[src/design/sgu_pkg.sv]
// Constants, types and register map of the sector guard host controller.
// Assumes a 125 MHz system clock and one serial flash on the far side of the link.
//
// Behaviour
// - Host should write zero to the chip-erase lockout location 008h when done.
// - Host should also write zero to location guard_finalize_byte when done.
// - Guard read sends opcode then a three-byte location, MSB first.
// - Host may end a read by raising chip enable; device stops driving.
// - Guard erase needs five correct consecutive instructions, else ignored.
// - Guard program needs five correct consecutive instructions, else discarded.
// - Guard erase takes at most 15 ms; host waits that long.
// - Guard program takes typically 2 ms, at most 5 ms; host waits.
// - Only one sector open at once; host must close before opening another.
// - Host sends write enable 06h before the open command.
package sgu_pkg;

   // ---------------------------------------------------------------
   // Timing
   // ---------------------------------------------------------------
   localparam int unsigned CLK_MHZ       = 125;
   localparam int unsigned CLK_PERIOD_NS = 8;
   localparam int unsigned T_CEH_NS      = 25;
   localparam int unsigned CEH_CYC       = (T_CEH_NS + CLK_PERIOD_NS - 1) / CLK_PERIOD_NS;
   localparam int unsigned T_ERASE_US    = 15000;
   localparam int unsigned ERASE_CYC     = T_ERASE_US * CLK_MHZ;
   localparam int unsigned T_PROG_US     = 5000;
   localparam int unsigned PROG_CYC      = T_PROG_US * CLK_MHZ;
   localparam int unsigned HALF_DIV_DEF  = 4;

   // ---------------------------------------------------------------
   // Controller registers (byte addresses on the bus)
   // ---------------------------------------------------------------
   localparam logic [7:0] REG_CTRL   = 8'h00;
   localparam logic [7:0] REG_ADDR   = 8'h04;
   localparam logic [7:0] REG_LEN    = 8'h08;
   localparam logic [7:0] REG_STATUS = 8'h0c;
   localparam logic [7:0] REG_DATA   = 8'h10;
   localparam logic [7:0] REG_BPTR   = 8'h14;
   localparam int unsigned ST_BUSY   = 0;
   localparam int unsigned ST_ERR    = 1;
   localparam int unsigned ST_OPEN   = 2;
   localparam int unsigned ST_SECT   = 4;
   localparam logic [8:0]  LEN_RST   = 9'h001;
   localparam logic [8:0]  LEN_MAX   = 9'h100;

   // ---------------------------------------------------------------
   // Device guard map and fixed opcodes
   // ---------------------------------------------------------------
   localparam logic [23:0] GUARD_LO_LOC   = 24'h000000;
   localparam logic [23:0] GUARD_HI_LOC   = 24'h000001;
   localparam logic [23:0] LOCKOUT_LOC    = 24'h000008;
   localparam logic [23:0] FINALIZE_LOC   = 24'h000009;
   localparam int unsigned SECT_LSB       = 12;
   localparam logic [7:0]  OP_WREN        = 8'h06;
   localparam logic [7:0]  OP_OPEN_SECT   = 8'h26;
   localparam logic [7:0]  OP_CLOSE_SECT  = 8'h24;
   localparam logic [7:0]  OP_GREAD_DEF   = 8'h4b;
   localparam logic [39:0] ERASE_SEQ_DEF  = 40'h06_a1_06_a2_a3;
   localparam logic [39:0] PROG_SEQ_DEF   = 40'h06_b1_06_b2_b3;

   // ---------------------------------------------------------------
   // Types
   // ---------------------------------------------------------------
   typedef enum logic [2:0] {
      SGU_NONE, SGU_READ, SGU_ERASE, SGU_PROG, SGU_OPEN, SGU_CLOSE
   } sgu_cmd_t;

   typedef struct packed {
      logic        cyc;
      logic        stb;
      logic        we;
      logic [7:0]  adr;
      logic [3:0]  sel;
      logic [31:0] dat;
   } sgu_wb_req_t;

   typedef struct packed {
      logic        ack;
      logic [31:0] dat;
   } sgu_wb_rsp_t;

   typedef struct packed {
      logic sck;
      logic ce_n;
      logic host_data_in_line;
   } sgu_link_t;

endpackage : sgu_pkg

[src/design/sgu_buf.sv]
// Byte buffer for guard data moving between the bus and the serial link.
// Assumes one writer per cycle; read data appear one clock after the address.
`timescale 1ns/1ps
module sgu_buf #(
   parameter int unsigned AW = 8,
   parameter int unsigned DW = 8
) (
   // Clock, reset, enable
   input  wire logic          clk_i,
   input  wire logic          rst_i,
   input  wire logic          en_i,
   // Write port
   input  wire logic          we_i,
   input  wire logic [AW-1:0] wa_i,
   input  wire logic [DW-1:0] wd_i,
   // Read port
   input  wire logic [AW-1:0] ra_i,
   output logic      [DW-1:0] rd_o
);

   logic [DW-1:0] mem_ff [2**AW];

   // ---------------------------------------------------------------
   // Storage
   // ---------------------------------------------------------------
   // Array has no reset, so it maps onto plain RAM
   always_ff @(posedge clk_i) begin
      if (en_i && we_i) begin
         mem_ff[wa_i] <= wd_i;
      end
   end

   // Registered read port
   always_ff @(posedge clk_i) begin
      if (rst_i) begin
         rd_o <= '0;
      end else if (en_i) begin
         rd_o <= mem_ff[ra_i];
      end
   end

endmodule : sgu_buf

[src/design/sgu_host.sv]
// Serial host that reads, erases and programs the guard bits of a flash
// and opens or closes one sector, under orders from a Wishbone slave port.
// Assumes the flash answers on its data output in mode 0 timing.
`timescale 1ns/1ps
module sgu_host #(
   parameter int unsigned HALF_DIV   = sgu_pkg::HALF_DIV_DEF,
   parameter int unsigned ERASE_WAIT = sgu_pkg::ERASE_CYC,
   parameter int unsigned PROG_WAIT  = sgu_pkg::PROG_CYC,
   parameter logic [7:0]  GREAD_OP   = sgu_pkg::OP_GREAD_DEF,
   parameter logic [39:0] ERASE_SEQ  = sgu_pkg::ERASE_SEQ_DEF,
   parameter logic [39:0] PROG_SEQ   = sgu_pkg::PROG_SEQ_DEF
) (
   // Clock, reset, enable
   input  wire logic                 clk_i,
   input  wire logic                 rst_i,
   input  wire logic                 en_i,
   // Wishbone slave
   input  wire sgu_pkg::sgu_wb_req_t wb_i,
   output sgu_pkg::sgu_wb_rsp_t      wb_o,
   // Serial link
   output sgu_pkg::sgu_link_t        link_o,
   input  wire logic                 dev_data_out_i
);
   import sgu_pkg::*;

   typedef enum logic [1:0] {S_IDLE, S_FRAME, S_GAP, S_WAIT} sgu_state_t;

   typedef struct packed {
      logic        pend;
      logic        ack;
      logic [31:0] dat;
      sgu_cmd_t    cmd;
      logic [23:0] addr;
      logic [8:0]  len;
      logic        err;
      logic        open;
      logic [11:0] open_sect;
      logic [7:0]  bptr;
      sgu_state_t  st;
      logic [2:0]  step;
      logic [9:0]  bidx;
      logic [2:0]  bitc;
      logic [7:0]  div;
      logic        sck;
      logic        ce_n;
      logic        mosi;
      logic [7:0]  tx;
      logic [7:0]  rx;
      logic [31:0] tmr;
      logic        so_s1;
      logic        so_s2;
   } sgu_state_reg_t;

   sgu_state_reg_t s_ff;
   sgu_state_reg_t nxt_s;
   logic           mem_we;
   logic [7:0]     mem_wa;
   logic [7:0]     mem_wd;
   logic [7:0]     mem_ra;
   logic [7:0]     mem_rd;

   // ---------------------------------------------------------------
   // Step decoding
   // ---------------------------------------------------------------
   // Opcode of a given step; the five-step sequences come from parameters
   function automatic logic [7:0] step_op(input sgu_cmd_t c, input logic [2:0] k);
      int i;
      i = 4 - int'(k);
      unique case (c)
         SGU_READ:  step_op = GREAD_OP;
         SGU_ERASE: step_op = ERASE_SEQ[i*8 +: 8];
         SGU_PROG:  step_op = PROG_SEQ[i*8 +: 8];
         SGU_OPEN:  step_op = (k == 3'd0) ? OP_WREN : OP_OPEN_SECT;
         SGU_CLOSE: step_op = OP_CLOSE_SECT;
         default:   step_op = 8'h00;
      endcase
   endfunction : step_op

   // Last step of each command
   function automatic logic last_step(input sgu_cmd_t c, input logic [2:0] k);
      unique case (c)
         SGU_ERASE, SGU_PROG: last_step = (k == 3'd4);
         SGU_OPEN:            last_step = (k == 3'd1);
         default:             last_step = (k == 3'd0);
      endcase
   endfunction : last_step

   // Byte b of the frame
   function automatic logic [7:0] frame_byte(input logic [9:0] b, input logic [23:0] a,
                                             input logic [7:0] d);
      unique case (b)
         10'd1:   frame_byte = a[23:16];
         10'd2:   frame_byte = a[15:8];
         10'd3:   frame_byte = a[7:0];
         default: frame_byte = d;
      endcase
   endfunction : frame_byte

   // Byte-lane merge for a bus write
   function automatic logic [31:0] merge(input logic [31:0] o, input logic [31:0] d,
                                         input logic [3:0] sel);
      logic [31:0] r;
      r = o;
      for (int j = 0; j < 4; j++) begin
         if (sel[j]) begin
            r[j*8 +: 8] = d[j*8 +: 8];
         end
      end
      merge = r;
   endfunction : merge

   // ---------------------------------------------------------------
   // Next state
   // ---------------------------------------------------------------
   logic        lst;
   logic        has_addr;
   logic [9:0]  tot;
   logic [7:0]  rx_byte;
   logic [9:0]  nb;
   logic [31:0] adr_rd;
   logic [31:0] tmp;
   sgu_cmd_t    new_cmd;
   logic        cmd_ok;

   always_comb begin
      nxt_s    = s_ff;
      lst      = last_step(s_ff.cmd, s_ff.step);
      has_addr = lst && (s_ff.cmd != SGU_CLOSE);
      tot      = 10'd1 + (has_addr ? 10'd3 : 10'd0)
               + ((lst && (s_ff.cmd == SGU_READ || s_ff.cmd == SGU_PROG)) ? {1'b0, s_ff.len}
                                                                           : 10'd0);
      rx_byte  = {s_ff.rx[6:0], s_ff.so_s2};
      nb       = s_ff.bidx + 10'd1;
      mem_we   = 1'b0;
      mem_wa   = s_ff.bptr;
      mem_wd   = wb_i.dat[7:0];
      mem_ra   = (s_ff.st == S_IDLE) ? s_ff.bptr : 8'(nb - 10'd4);
      adr_rd   = 32'h0000_0000;
      tmp      = 32'h0000_0000;
      new_cmd  = sgu_cmd_t'(wb_i.dat[2:0]);
      cmd_ok   = 1'b0;

      // Data line from the device passes two flops before use
      nxt_s.so_s1 = dev_data_out_i;
      nxt_s.so_s2 = s_ff.so_s1;

      // Bus: take request, answer one cycle later from registers
      nxt_s.ack = 1'b0;
      if (wb_i.cyc && wb_i.stb && !s_ff.pend && !s_ff.ack) begin
         nxt_s.pend = 1'b1;
      end
      if (s_ff.pend) begin
         nxt_s.pend = 1'b0;
         nxt_s.ack  = 1'b1;
         unique case (wb_i.adr)
            REG_CTRL:   adr_rd = {29'h0, s_ff.cmd};
            REG_ADDR:   adr_rd = {8'h00, s_ff.addr};
            REG_LEN:    adr_rd = {23'h0, s_ff.len};
            REG_STATUS: adr_rd = {16'h0000, s_ff.open_sect, 1'b0, s_ff.open, s_ff.err,
                                  s_ff.st != S_IDLE};
            REG_DATA:   adr_rd = {24'h0, mem_rd};
            REG_BPTR:   adr_rd = {24'h0, s_ff.bptr};
            default:    adr_rd = 32'h0000_0000;
         endcase
         nxt_s.dat = wb_i.we ? 32'h0000_0000 : adr_rd;
         // Writes land only while idle, so a running command never sees them change
         if (wb_i.we && s_ff.st == S_IDLE) begin
            unique case (wb_i.adr)
               REG_ADDR: begin
                  tmp = merge({8'h00, s_ff.addr}, wb_i.dat, wb_i.sel);
                  nxt_s.addr = tmp[23:0];
               end
               REG_LEN: begin
                  tmp = merge({23'h0, s_ff.len}, wb_i.dat, wb_i.sel);
                  nxt_s.len = tmp[8:0];
               end
               REG_DATA: begin
                  if (wb_i.sel[0]) begin
                     mem_we     = 1'b1;
                     nxt_s.bptr = s_ff.bptr + 8'd1;
                  end
               end
               REG_BPTR: begin
                  if (wb_i.sel[0]) begin
                     nxt_s.bptr = wb_i.dat[7:0];
                  end
               end
               REG_CTRL: begin
                  if (wb_i.sel[0]) begin
                     unique case (new_cmd)
                        SGU_READ, SGU_PROG:
                           cmd_ok = (s_ff.len != 9'h000) && (s_ff.len <= LEN_MAX);
                        SGU_ERASE, SGU_CLOSE:
                           cmd_ok = 1'b1;
                        SGU_OPEN:
                           cmd_ok = !s_ff.open;
                        default:
                           cmd_ok = 1'b0;
                     endcase
                     nxt_s.err = !cmd_ok;
                     if (cmd_ok) begin
                        nxt_s.cmd   = new_cmd;
                        nxt_s.step  = 3'd0;
                        nxt_s.bptr  = 8'h00;
                        nxt_s.st    = S_FRAME;
                        nxt_s.bidx  = 10'd0;
                        nxt_s.bitc  = 3'd0;
                        nxt_s.div   = 8'h00;
                        nxt_s.ce_n  = 1'b0;
                        nxt_s.tx    = step_op(new_cmd, 3'd0);
                        nxt_s.mosi  = nxt_s.tx[7];
                     end
                  end
               end
               default: ;
            endcase
         end else if (!wb_i.we && wb_i.adr == REG_DATA && s_ff.st == S_IDLE) begin
            nxt_s.bptr = s_ff.bptr + 8'd1;
         end
      end

      // Serial engine
      unique case (s_ff.st)
         S_IDLE: ;
         S_FRAME: begin
            if (s_ff.div != 8'(HALF_DIV - 1)) begin
               nxt_s.div = s_ff.div + 8'd1;
            end else if (!s_ff.sck) begin
               nxt_s.div = 8'h00;
               nxt_s.sck = 1'b1;
            end else begin
               // Falling edge: sample, then present the next bit
               nxt_s.div  = 8'h00;
               nxt_s.sck  = 1'b0;
               nxt_s.rx   = rx_byte;
               nxt_s.bitc = s_ff.bitc + 3'd1;
               nxt_s.tx   = {s_ff.tx[6:0], 1'b0};
               if (s_ff.bitc == 3'd7) begin
                  if (s_ff.cmd == SGU_READ && s_ff.bidx >= 10'd4) begin
                     mem_we = 1'b1;
                     mem_wa = 8'(s_ff.bidx - 10'd4);
                     mem_wd = rx_byte;
                  end
                  if (nb == tot) begin
                     // Raise chip enable right after the last clock; the byte
                     // count keeps the open-sector frame at exactly 8 plus 24 clocks
                     nxt_s.ce_n = 1'b1;
                     nxt_s.st   = S_GAP;
                     nxt_s.tmr  = 32'(CEH_CYC);
                  end else begin
                     nxt_s.bidx = nb;
                     nxt_s.tx   = frame_byte(nb, s_ff.addr,
                                  (s_ff.cmd == SGU_PROG) ? mem_rd : 8'h00);
                  end
               end
               nxt_s.mosi = nxt_s.tx[7];
            end
         end
         S_GAP: begin
            if (s_ff.tmr > 32'd1) begin
               nxt_s.tmr = s_ff.tmr - 32'd1;
            end else if (!lst) begin
               // Next instruction of the sequence in its own frame
               nxt_s.step = s_ff.step + 3'd1;
               nxt_s.st   = S_FRAME;
               nxt_s.bidx = 10'd0;
               nxt_s.bitc = 3'd0;
               nxt_s.div  = 8'h00;
               nxt_s.ce_n = 1'b0;
               nxt_s.tx   = step_op(s_ff.cmd, s_ff.step + 3'd1);
               nxt_s.mosi = nxt_s.tx[7];
            end else begin
               unique case (s_ff.cmd)
                  SGU_ERASE: begin
                     nxt_s.st  = S_WAIT;
                     nxt_s.tmr = 32'(ERASE_WAIT);
                  end
                  SGU_PROG: begin
                     nxt_s.st  = S_WAIT;
                     nxt_s.tmr = 32'(PROG_WAIT);
                  end
                  SGU_OPEN: begin
                     nxt_s.open      = 1'b1;
                     nxt_s.open_sect = s_ff.addr[23:SECT_LSB];
                     nxt_s.st        = S_IDLE;
                  end
                  SGU_CLOSE: begin
                     nxt_s.open = 1'b0;
                     nxt_s.st   = S_IDLE;
                  end
                  default: nxt_s.st = S_IDLE;
               endcase
            end
         end
         S_WAIT: begin
            // No status polling: the worst-case time alone ends the wait
            if (s_ff.tmr > 32'd1) begin
               nxt_s.tmr = s_ff.tmr - 32'd1;
            end else begin
               nxt_s.st = S_IDLE;
            end
         end
      endcase
   end

   // ---------------------------------------------------------------
   // State register
   // ---------------------------------------------------------------
   always_ff @(posedge clk_i) begin
      if (rst_i) begin
         s_ff      <= '0;
         s_ff.cmd  <= SGU_NONE;
         s_ff.st   <= S_IDLE;
         s_ff.len  <= LEN_RST;
         s_ff.ce_n <= 1'b1;
      end else if (en_i) begin
         s_ff <= nxt_s;
      end
   end

   // ---------------------------------------------------------------
   // Buffer and outputs
   // ---------------------------------------------------------------
   sgu_buf #(
      .AW (8),
      .DW (8)
   ) u_buf (
      .clk_i (clk_i),
      .rst_i (rst_i),
      .en_i  (en_i),
      .we_i  (mem_we),
      .wa_i  (mem_wa),
      .wd_i  (mem_wd),
      .ra_i  (mem_ra),
      .rd_o  (mem_rd)
   );

   // All outputs straight from flops
   assign wb_o.ack                 = s_ff.ack;
   assign wb_o.dat                 = s_ff.dat;
   assign link_o.sck               = s_ff.sck;
   assign link_o.ce_n              = s_ff.ce_n;
   assign link_o.host_data_in_line = s_ff.mosi;

endmodule : sgu_host

[config.mk]
export PLATFORM = sky130hd
export DESIGN_NAME = sgu_host
export DESIGN_NICKNAME = d
export VERILOG_FILES = /design/src/design/sgu_pkg.sv /design/src/design/sgu_buf.sv /design/src/design/sgu_host.sv
export SDC_FILE = /design/constraint.sdc
export NUM_CORES = 2
export LEC_CHECK = 0
export ABC_AREA = 1
export BUFFER_PORTS_ARGS = -buffer_cell sky130_fd_sc_hd__buf_2
export CORE_MARGIN = 2
export CORE_UTILIZATION = 30
export CTS_BUF_LIST = sky130_fd_sc_hd__clkbuf_8
export DETAILED_ROUTE_END_ITERATION = 6
export PLACE_DENSITY_LB_ADDON = 0.05
export SYNTH_ARGS = -nofsm -noshare
export SYNTH_HDL_FRONTEND = slang
export SYNTH_SLANG_ARGS = --single-unit
[constraint.sdc]
create_clock -name clk_i -period 13.55 [get_ports clk_i]
set_input_delay 2.0325 -clock clk_i [delete_from_list [all_inputs] [get_ports clk_i]]
set_output_delay 2.0325 -clock clk_i [all_outputs]
set_load 0.02 [all_outputs]
# --- Word level (Yosys, flattened, before mapping) ---
# Memories as Yosys holds them, arrays and structs flattened. A register that Yosys moved wholly into a read port is not among the register bits.
# Index checks and enable logic that the tools add are counted.
totals:
  ff_bits: 171
  ramBits: 2048
  input_bits: 51
  output_inout_bits: 36
  elab_cells: 230
  n_memories: 1
memory_table:
  columns: ["memory", "words", "word_bits", "read_ports", "rd_clocked_by_memory_dff", "write_ports", "line", "source"]
  rows:
  - ["u_buf.mem_ff", 256, 8, 1, 1, 1, "sgu_buf.sv:21", "logic [DW-1:0] mem_ff [2**AW];"]
op_classes:
  addsub: 11
  magnitude_cmp: 3
  eq_ne: 39
  n_shift: 2
  n_mux: 102
  n_bitwise: 2
  reduce_logical: 44
ops:
  columns: ["op", "n"]
  rows:
  - ["$mux W32", 6]
  - ["$mux W8", 23]
  - ["$pmux W24 S6", 1]
  - ["$mux W26", 4]
  - ["$mux W50", 2]
  - ["$pmux W32 S3", 1]
  - ["$mux W10", 9]
  - ["$shiftx A40 B7 Y8 const A", 2]
  - ["$mux W71", 1]
  - ["$mux W34", 2]
  - ["$pmux W32 S2", 1]
  - ["$mux W24", 2]
  - ["$pmux W8 S3", 2]
  - ["$pmux W21 S2", 1]
  - ["$pmux W8 S5", 1]
  - ["$reduce_and A5 Y1", 8]
  - ["$mux W37", 1]
  - ["$gt A32 B1 Y1 const B", 1]
  - ["$sub A32 B1 Y32 const B", 1]
  - ["$mux W13", 2]
  - ["$mux W1", 22]
  - ["$pmux W7 S3", 1]
  - ["$eq A10 B2 Y1 const B", 2]
  - ["$pmux W10 S2", 1]
  - ["49 further kinds", 106]

# --- Depth between registers and ports, before layout ---
logic_depth:
  depth_word: 17
  mapped_depth: 29
  ltp_nobuf: 28

# --- Hierarchy ---
# From an unflattened synthesis, not the netlist that was laid out.
hier_totals:
  cells_unflattened: 8669
  hier_area_um2: 94072.7
modules_own_cells:
  columns: ["mod", "instances", "cells_per_inst", "area_each_um2", "seq_area_each_um2"]
  rows:
  - ["sgu_buf", 1, 7040, 83521.4, 61659.1]
  - ["sgu_host", 1, 1629, 10551.4, 3223.1]

# --- Worst setup path before layout ---
# OpenSTA, ideal clock, no wires.
synth_timing:
  kind: "register -> register"
  from: "reg s_ff[60] (netlist name)"
  to: "mem u_buf.mem_ff[0][7] (data pin)"
  setup_ns: 2.189
  arrival_time_ns: 11.606
  t_required_ns: 11.361
  path_slack_ns: -0.245
  path_stages_with_launch: 10
  n_path_buf: 2
  synth_period_minus_slack_ns: 13.795
  path_cell_list: "dfxtp_1 nor4_1 nand4_1 nor2_4 inv_2 nor2_4 nand2_1 buf_2 clkbuf_1 o21ai_0"
synth_between:
  elab_chain_len: 3
synth_lines:
  columns: ["item", "line", "source"]
  rows:
  - ["start: declaration", "sgu_host.sv:54", "sgu_state_reg_t s_ff;"]
  - ["start signal: assignment", "sgu_host.sv:317", "s_ff <= nxt_s;"]
  - ["$ne A8 B2 Y1", "sgu_host.sv:226", "if (s_ff.div != 8'(HALF_DIV - 1)) begin"]
  - ["$mux W8", "sgu_host.sv:226", null]
  - ["$mux W8", "sgu_host.sv:223", "unique case (s_ff.st)"]
  - ["net mem_wd[7]", "sgu_host.sv:58", "logic [7:0] mem_wd;"]
  - ["end: declaration", "sgu_buf.sv:21", null]
# The timed path passes the listed nets, and every way through them passes these cells.

# --- Worst setup path after layout ---
layout_timing:
  from: "reg s_ff[77] (netlist name)"
  to: "reg u_buf.rd_o[1] (read register of u_buf.mem_ff)"
layout_between:
  elab_chain_len: 2
layout_lines:
  columns: ["item", "line", "source"]
  rows:
  - ["$logic_not A2 Y1", "sgu_host.sv:137", "mem_ra = (s_ff.st == S_IDLE) ? s_ff.bptr : 8'(nb - 10'd4);"]
  - ["$mux W8", "sgu_host.sv:137", null]
  - ["end: declaration", "sgu_buf.sv:18", "output logic [DW-1:0] rd_o"]
# No other way between the ends.
# A chain may end at the register's enable or synchronous reset.

==> reports/summary.md <==
In the post-synthesis netlist, the biggest area contributors are sky130_fd_sc_hd__edfxtp_1 67%, sky130_fd_sc_hd__o21ai_0 6.7%, sky130_fd_sc_hd__nor2_1 6.2%, sky130_fd_sc_hd__dfxtp_1 3.7%, sky130_fd_sc_hd__o221ai_1 2.3%. The maximum fanout along the worst path works out to 51. In this run the core area contains 203 standard-cell rows. After clock tree synthesis, the setup repair step added 0 buffers. For the number of hold-repair buffers added at the cts stage, the log shows 0.

The count of buffer and inverter cells on the critical path came out at 7. The H-tree was split into 5 levels. The hold path depth was 2. For the required time at the worst-slack endpoint, the log shows 14.45 ns. The post-route netlist has 9.35% of its cells at a drive strength greater than 1. The smallest clock period supported by the final layout is computed as 6.39 ns.

The area overhead of the layout relative to synthesis is 12.7%. The pre-antenna-repair detailed-routing pass consisted of 6 iterations. Of all cell types, the one taking the most synthesized area is sky130_fd_sc_hd__edfxtp_1. The run gives 59 as the post-synthesis cell type count. With fillers left out, the area of the finished cells amounts to 103000 µm². The worst reg2reg path depth was 17; the utilization after layout was 33.9%.

In this run the horizontal extent of the chip is 557 µm. In this run, the number of DRC markers left after iteration 0 of detailed routing was 5158. The synthesized area divided by synthesized cell count is 11.9 µm², and the number of flops mapped to enable cells by yosys is 2048. STA classifies the critical path endpoint as a register. The first-pass GRT wire length was 451000 µm; the number of maximum-capacitance constraint violations was 0. The die covers 310000 µm².

For the number of hold violations in the final report, the log shows 0. For this run, the top clock speed supported by timing is 156 MHz. The detail route stage leaves a number of antenna-violating nets equal to 0. The run finished, with violations left.

Final number of max-transition violations: 64. The clock slew at the register clock pins of the worst setup and hold paths works out to 0.06 ns. TritonCTS built the clock tree. The family with the most delay on the worst path was buffers and inverters.

The tools report the netlist area before placement as 91700 µm². For the static power due to leakage, the log shows 32.9 nW. For this run, the post-layout net count is 7785. On the critical path, the stage with the largest delay is an instance of sky130_fd_sc_hd__buf_4.

The placed instances occupy a cell area of 96100 µm². STA classifies the critical path startpoint as a register. The worst path uses 47.2% of the clock period.

The tightest min-delay check is of the reg2reg type. Number of buffers created by CTS: 402. For this configuration, the core starts out at a cell density of 30.1%.

For this run, the slowest stage of the critical path takes 0.70 ns. Walking the worst path, the cells encountered are inv_1 -> ha_1 -> buf_4 -> clkinv_1 -> o21ai_4 -> buf_4 -> buf_4 -> buf_4 -> o221ai_1 -> o211ai_1 -> nand3_1 -> nand3_1 -> o211ai_1 -> nand3_1 -> nand3_1 -> nand2_1 -> inv_1. The checks that failed: slew limit. The tools report the maximum vdd ir drop as 0.0000699 V. The die height was 557 µm; the cell count after synthesis was 7685.

In this run the count of I/O pins placed on the die edge is 87. The area inside the core boundary is 305000 µm². Using the TritonRoute via totals, the vias-per-cell ratio works out to 5.10. The routed via count is 61876, and the count of yosys warnings during synthesis is 0.

In the final timing run, aggregate negative setup slack is 0 ns. For this run, the leading register cell type out of synthesis is sky130_fd_sc_hd__edfxtp_1. At the later pin of the worst-skew pair, clock insertion delay measures 1.10 ns.

The register-to-register path setup slack was 7.16 ns. The run gives 0.831 as the placer congestion estimate. The root buffer cell is sky130_fd_sc_hd__clkbuf_8. The critical path in this run is classified as reg2reg.

The number of synthesized register bits came out at 2217. The post-cts resize count is 0. The run gives 70.7% as the fraction of the yosys area taken by sequential cells.

Global-route total usage across every layer: 19.9%. Arrival time reported for the critical path endpoint: 7.29 ns. Transition at the pin with the smallest max-transition slack: 1.60 ns.

Power spread over the standard cell area amounts to 132 nW/µm². In this run the critical register-to-register path is launched from s_ff[77]. The clock arrives with 0.108 ns of skew. The CTS sink count is 2217. The worst hold path terminates at s_ff[44].

The setup violation total in the final timing report was 0. Buffers placed on the I/O ports in this run total 69. The logs give 60917 for the via count of the first global-routing pass and 0 for the total DRC errors in the routed layout. Summed over its instances, the top area cell type makes up 67.0% of the synthesized netlist area.

The logs give 13.6 mW for the power after layout and 12 for the number of antenna violations at the first check in global routing. The HPWL after detailed placement is 176000 µm. The global route total overflow is 0, and the routed length per placed instance is 26.1 µm. The async set-or-reset flop fraction in the synthesized netlist is 0%. The capture point of the worst reg-to-reg path was u_buf.rd_o[1]. The startpoint identified for the worst hold timing path is s_ff[44].

Entering global routing, the biggest net connects 184 pins. The relative slew slack is -6.99%, and the final wirelength is 316000 µm. The clock passes through at most 4 buffers. Setup repair after global routing left no endpoint under its margin.
==> layer usage <==
metal / track usage [%] / routed length, µm / part of all wire, % / up-vias
met5: 0 / 0 / 0 / -
met2: 31.9 / 146000 / 46 / 1704
met1: 27.8 / 145000 / 46 / 31119
met3: 3.35 / 17500 / 5.5 / 464
li1: - / - / - / 28589
met4: 5.04 / 7550 / 2.4 / 0
==> sequential cells by signal (all words and copies together) (netlist names) <==
register and cells:
wb_o 25, s_ff 124, nxt_s 1, u_buf.mem_ff 2048, u_buf.rd_o 8, link_o 3
rx_byte 8
==> per-stage QoR <==
step | setup WS [ns] | cells | hold WS (ns)
floorplan | -0.245 | 7692 | 0.425
global placement | 7.13 | 11403 | 0.446
detailed placement | 7.09 | 11403 | 0.450
CTS | 7.04 | 12110 | 0.462
global route | 6.80 | 12117 | 0.482
finish | 7.16 | 12121 | 0.464
==> logic make-up (layout without fill, tap and decap cells) <==
group / count (synthesis) / in the layout / share of synthesized area [%]
flops: 2217 / 2217 / 70.7
fa+ha+maj: 27 / 27 / 0.376
simple gates: 2334 / 2334 / 10.4
xor+xnor: 36 / 36 / 0.344
compound gates: 2236 / 2236 / 14.4
buf+inv: 834 / 1152 / 3.70
other cells: 1 / 19 / 0.00409
==> area by class of cell <==
type	count	area (µm²)
diodes	11	27.5
flip-flops and latches	2217	64900
repair buffers	190	1430
inverters	255	988
fillers	30380	202000
clock inverters	291	1520
clock buffers	416	5730
multi-input cells	4641	23700
well taps	4100	5130
==> cell usage in the layout, fill, tap and decap left out, types with 169 or more instances in the layout <==
cell / n
sky130_fd_sc_hd__nand3_1: 355
sky130_fd_sc_hd__nand2_1: 339
sky130_fd_sc_hd__o211ai_1: 241
sky130_fd_sc_hd__o221ai_1: 241
sky130_fd_sc_hd__o21ai_0: 1225
sky130_fd_sc_hd__o22ai_1: 304
sky130_fd_sc_hd__clkbuf_8: 416
sky130_fd_sc_hd__dfxtp_1: 169
sky130_fd_sc_hd__inv_1: 367
sky130_fd_sc_hd__edfxtp_1: 2048
sky130_fd_sc_hd__nor2_1: 1509
==> how the worst max path moves through the flow <==
| stage | start | to | slack, ns | cells after the start |
|---|---|---|---|---|
| floorplan | s_ff[60] | u_buf.mem_ff[0][7] | -0.25 | 9 |
| finish | s_ff[77] | u_buf.rd_o[1] | 7.16 | 17 |
| detailed placement | s_ff[77] | u_buf.rd_o[4] | 7.09 | 20 |
| CTS | s_ff[77] | u_buf.rd_o[4] | 7.04 | 20 |
| global placement | s_ff[77] | u_buf.rd_o[4] | 7.13 | 19 |
| global route | s_ff[78] | u_buf.rd_o[4] | 6.80 | 20 |
==> worst min-delay path: stages, from the launching register on <==
cell,delay (ns)
sky130_fd_sc_hd__dfxtp_1,0.31
sky130_fd_sc_hd__nand2_1,0.06
sky130_fd_sc_hd__a21oi_1,0.05
==> power breakdown <==
| group | leakage, nW | switching [mW] | internal, mW |
|---|---|---|---|
| clock network | 4.19 | 2.93 | 2.97 |
| logic | 8.99 | 0.219 | 0.0416 |
| registers | 19.8 | 0.00751 | 7.48 |
| total | 32.9 | 3.16 | 10.5 |
==> cell usage after synthesis (all sizes together), types with 10 or more instances <==
| cell | n |
|---|---|
| nand3 | 358 |
| xor2 | 28 |
| o221ai | 241 |
| a211oi | 19 |
| nand4 | 44 |
| nor3 | 19 |
| buf | 136 |
| inv | 246 |
| nor4 | 10 |
| o21ai | 1256 |
| clkbuf | 443 |
| o22ai | 305 |
| a21oi | 149 |
| dfxtp | 169 |
| edfxtp | 2048 |
| ha | 26 |
| o211ai | 241 |
| nand2 | 360 |
| nor2 | 1524 |
(Power assumes the default switching activity.)
